## src/hw/fps_pkg.sv

```systemverilog
// package for the fault propagation and pwm sync block
package fps_pkg;
  // register offsets and field positions
  localparam logic [7:0] PHASE_CFG_ADDR = 8'h04;
  localparam logic [7:0] PROP_EN_ADDR = 8'h02;
  localparam int INTLV_LSB = 0;
  localparam int INTLV_MSB = 3;
  localparam int RATE_BIT = 5;
  localparam int PHS_LSB = 6;
  localparam int PHS_MSB = 7;
  localparam int PROP_OV_BIT = 1;
  localparam int PROP_UV_BIT = 2;
  localparam int PROP_OC_BIT = 3;
  localparam int PROP_OT_BIT = 4;
  localparam int PROP_TR_BIT = 5;
  localparam logic [5:0] PROP_EN_RESET = 6'h3e;
  localparam logic [3:0] INTLV_RESET = 4'h0;
  // timing
  localparam int CLK_MHZ = 100;
  localparam int HICCUP_MS = 130;
  localparam int HICCUP_CYC = HICCUP_MS * 1000 * CLK_MHZ;
  localparam int SYNC_KHZ = 500;
  localparam int SYNC_PERIOD_CYC = CLK_MHZ * 1000 / SYNC_KHZ;
  localparam int INTLV_STEPS = 16;
  localparam int STEP_CYC_SLOW = SYNC_PERIOD_CYC / INTLV_STEPS;
  localparam int STEP_CYC_FAST = STEP_CYC_SLOW / 2;
  // low pulse length on the health line, in sync periods, per severity
  localparam logic [2:0] PULSE_REGULAR = 3'h1;
  localparam logic [2:0] PULSE_CRITICAL = 3'h2;
  localparam logic [2:0] PULSE_EMERGENCY = 3'h3;

  typedef enum logic [1:0] {OFF_NONE, OFF_REGULAR, OFF_FAST, OFF_EMERGENCY} fps_off_t;

  typedef struct packed {
    logic lowOutput;
    logic excessOutput;
    logic currentLimit;
    logic heatShutdown;
    logic rampFollow;
  } fps_faults_t;

  typedef struct packed {
    logic [1:0] phaseCount;
    logic rateSelect;
    logic [3:0] interleave;
  } fps_phase_t;
endpackage : fps_pkg

```

## src/hw/fps_health_sync.sv

```systemverilog
// three-stage synchroniser with agreement filter
`timescale 1ns/1ns
module fps_health_sync
  import fps_pkg::*;
(
  // clock and reset
  input wire logic clk,
  input wire logic rst_b,
  // async level in, filtered level and edges out
  input wire logic async,
  output logic level,
  output logic rise,
  output logic fall
);
  logic s1_q, s2_q, s3_q;
  logic level_q;
  logic [2:0] fill_q;
  logic primed_q;

  always_ff @(posedge clk) begin
    if (!rst_b) begin
      s1_q <= 1'b1;
      s2_q <= 1'b1;
      s3_q <= 1'b1;
    end else begin
      s1_q <= async;
      s2_q <= s1_q;
      s3_q <= s2_q;
    end
  end

  // edges wait until stage three holds a real sample, so a line that is
  // already low when reset lifts does not show a false fall
  always_ff @(posedge clk) begin
    if (!rst_b) begin
      fill_q <= 3'h0;
    end else begin
      fill_q <= {fill_q[1:0], 1'b1};
    end
  end

  // a change counts only once stages two and three agree
  always_ff @(posedge clk) begin
    if (!rst_b) begin
      level_q <= 1'b1;
      primed_q <= 1'b0;
    end else if (fill_q[2] && s2_q == s3_q) begin
      level_q <= s3_q;
      primed_q <= 1'b1;
    end
  end

  assign level = level_q;
  assign rise = primed_q && (s2_q == s3_q) && s3_q && !level_q;
  assign fall = primed_q && (s2_q == s3_q) && !s3_q && level_q;
endmodule : fps_health_sync

```

## config.mk

```make
export PLATFORM = sky130hd
export DESIGN_NAME = fps_health_sync
export DESIGN_NICKNAME = d
export VERILOG_FILES = /design/src/hw/fps_pkg.sv /design/src/hw/fps_health_sync.sv
export SDC_FILE = /design/constraint.sdc
export NUM_CORES = 1
export LEC_CHECK = 0
export ABC_CLOCK_PERIOD_IN_PS = 870
export BUFFER_PORTS_ARGS = -buffer_cell sky130_fd_sc_hd__buf_2
export CORE_AREA = 2 2 39 41
export CTS_BUF_LIST = sky130_fd_sc_hd__clkbuf_8
export CTS_CLUSTER_SIZE = 28
export DETAILED_ROUTE_END_ITERATION = 10
export DIE_AREA = 0 0 41 43
export PLACE_DENSITY = 0.46
export SETUP_SLACK_MARGIN = 0.3
export SYNTH_ARGS = -nofsm -noshare
export SYNTH_HDL_FRONTEND = slang
export SYNTH_SLANG_ARGS = --single-unit
```

## constraint.sdc

```tcl
create_clock -name clk -period 0.87 [get_ports clk]
set_input_delay 0.1305 -clock clk [delete_from_list [all_inputs] [get_ports clk]]
set_output_delay 0.1305 -clock clk [all_outputs]
set_load 0.02 [all_outputs]
```

==> flow_summary.json <==
{
  "maxSlewHeadroom_pct": 90.8,
  "cpPeakStageDelay_ns": 0.35,
  "crit_fanout": 4,
  "portBuffers": 5,
  "seq_power_share_pct": 44.7,
  "cts_max_level": 1,
  "seq_area_sq_um": 173,
  "dpl_cell_area_sq_um": 318,
  "cp-end-kind": "output pin",
  "antenna_found_initial": 0,
  "cts_root_buf": "clkbuf_8",
  "cp_cell_sequence": "and4b_2, buf_6",
  "tightest_slew_ns": 0.138,
  "postSynthCellCount": 23,
  "internal_power_uw": 703,
  "min_path_type": "in2reg",
  "crit_type": "reg2out",
  "hold_violations": 0,
  "drv_slew": 0,
  "setup.worst_path.start_class": "flop",
  "path_clk_slew_ns": 0.04,
  "route.met2.wl_um": 274,
  "switching_share_pct": 18.7,
  "timing.fmax_ghz": 0.914,
  "drive_gt1_share_pct": 58.3,
  "power.switching_uw": 161,
  "slowest_stage": "dfxtp_4",
  "ys_seq_elements": 8,
  "status": "complete, but fails checks",
  "grt_use_total_pct": 7.47,
  "drc": 0,
  "die_h_um": 43,
  "insertion_delay_ns": 0.23,
  "yosysWarnings": 0,
  "area_growth_pct": 78.1,
  "clockBufferDepth": 2,
  "finalWorstSetupSlack_ns": -0.224,
  "design_area_sq_um": 448,
  "cts_hold_buf": 0,
  "diodes": 0,
  "worst_ep_required_time_ns": 0.74,
  "highest_layer": "met3",
  "dr_wl_met3_um": 36,
  "p_leak_nw": 0.187,
  "first_pass_iters": 2,
  "hp-start": "async",
  "syn_area_per_cell_sq_um": 10.9,
  "crit_start": "level",
  "final_common_cell": "buf_6",
  "min_period_ns": 1.09,
  "violations": "negative setup slack",
  "grt_max_degree": 9,
  "multi_input_area_sq_um": 125,
  "grt_pass1_vias": 201,
  "powerDensity_nw_per_um2": 1930,
  "place_hpwl_um": 314,
  "irDropWorstVdd_v": 0.00138,
  "final_cell_mix": "6 x buf_6, 4 x nand2b_1, 4 x dfxtp_1",
  "num_vias": 200,
  "netlist_area_sq_um": 251,
  "critPathArrivalTime_ns": 0.96,
  "dp_slack_ns": -0.0212,
  "ys_seq_area_share_pct": 63.7,
  "routed_wirelength_um": 497,
  "die_w_um": 41,
  "hold_slack_ns": 0.0889,
  "skew_ns": 0.00638,
  "ant_nets": 0,
  "gr-total-overflow": 0,
  "final_nets": 40,
  "row_count": 14,
  "coreArea_sq_um": 1380,
  "fillCellCount": 148,
  "worstReg2RegStart": "level",
  "start_util_pct": 18.2,
  "wire_per_inst_um": 9.56,
  "maxCapViolations": 0,
  "ys_types": 10,
  "fin_util_pct": 32.4,
  "gp_congestion": 0.499,
  "die_area_sq_um": 1760,
  "cts_tree": "done",
  "path_delay_family": "flip-flops",
  "finalPower_uw": 865,
  "vias_per_cell": 3.85,
  "cts_buffers": 3,
  "comb_power_share_pct": 4.3,
  "synth_nets": 26,
  "setup_viol": 5,
  "initialDrtViolationCount": 1,
  "power_frac_clock_pct": 50.9,
  "clock-sinks": 8,
  "post-route-period-util_pct": 126,
  "io_pins": 6,
  "wl_met1_um": 186,
  "grt_pass1_wl_um": 779,
  "grt_setup_unrepaired": "yes",
  "path_buf_inv": 1
}
-- cells in the mapped netlist, drive strengths merged --
master,number,area share [%]
o21ai,1,2.0
a21oi,3,6.0
and4b,1,4.0
nand2,1,1.5
nor3,1,2.0
xnor2,1,3.5
dfxtp,8,64
nand2b,4,9.9
and2,2,5.0
nor2b,1,2.5
-- kinds of logic after synthesis --
group            after synthesis  share of synthesized area (%)
AO/OA/AOI/OAI                  4                           7.96
AND/OR/NAND/NOR               10                           24.9
XOR/XNOR                       1                           3.48
flip-flops                     8                           63.7
-- path summary, 6_finish.rpt --
path	endpoint	slack, ns	depth (start not counted)
worst max-delay path	rise	-0.22	2
worst min-delay path	s1_q	0.09	2
worst max register to register	level	-0.01	4
worst min register to register	s2_q	0.40	1
-- state kept, by name (all words and copies together) (netlist names) --
register  flops
s2_q          1
primed_q      1
s1_q          1
s3_q          1
fill_q        3
level         1
-- power groups by stage --
stage | registers (mW) | logic [mW] | clock network [mW]
floorplan | 0.395 | 0.0159 | 0
global placement | 0.397 | 0.0244 | 0
detailed placement | 0.397 | 0.0257 | 0
CTS | 0.388 | 0.0316 | 0.467
global route | 0.389 | 0.0404 | 0.481
finish | 0.387 | 0.0373 | 0.441
-- cell type report --
class                   instances  area share, %
clock inverters                 1          0.838
well taps                      16           4.47
repair buffers                  9           19.0
multi-input cells              15           27.9
clock buffers                   3           9.22
flip-flops and latches          8           38.5
-- through the flow --
stage	setup TNS, ns	cells
6_report	-0.599	52
5_1_grt	-0.760	52
4_1_cts	-0.673	51
3_5_place_dp	-0.0269	44
3_3_place_gp	-0.00908	44
2_1_floorplan	0	23
-- per-layer routing --
metal,track usage (%),vias to the layer above
li1,-,102
met1,6.21,90
met2,10.6,8
met3,6.28,0
met4,6.00,0
met5,0,-
-- what timing repair did --
item,CTS,global route
resized for setup,13,2
pin swaps,4,1
setup buffers,3,1
endpoints found under the setup margin,6,6
(Power assumes the default switching activity.)
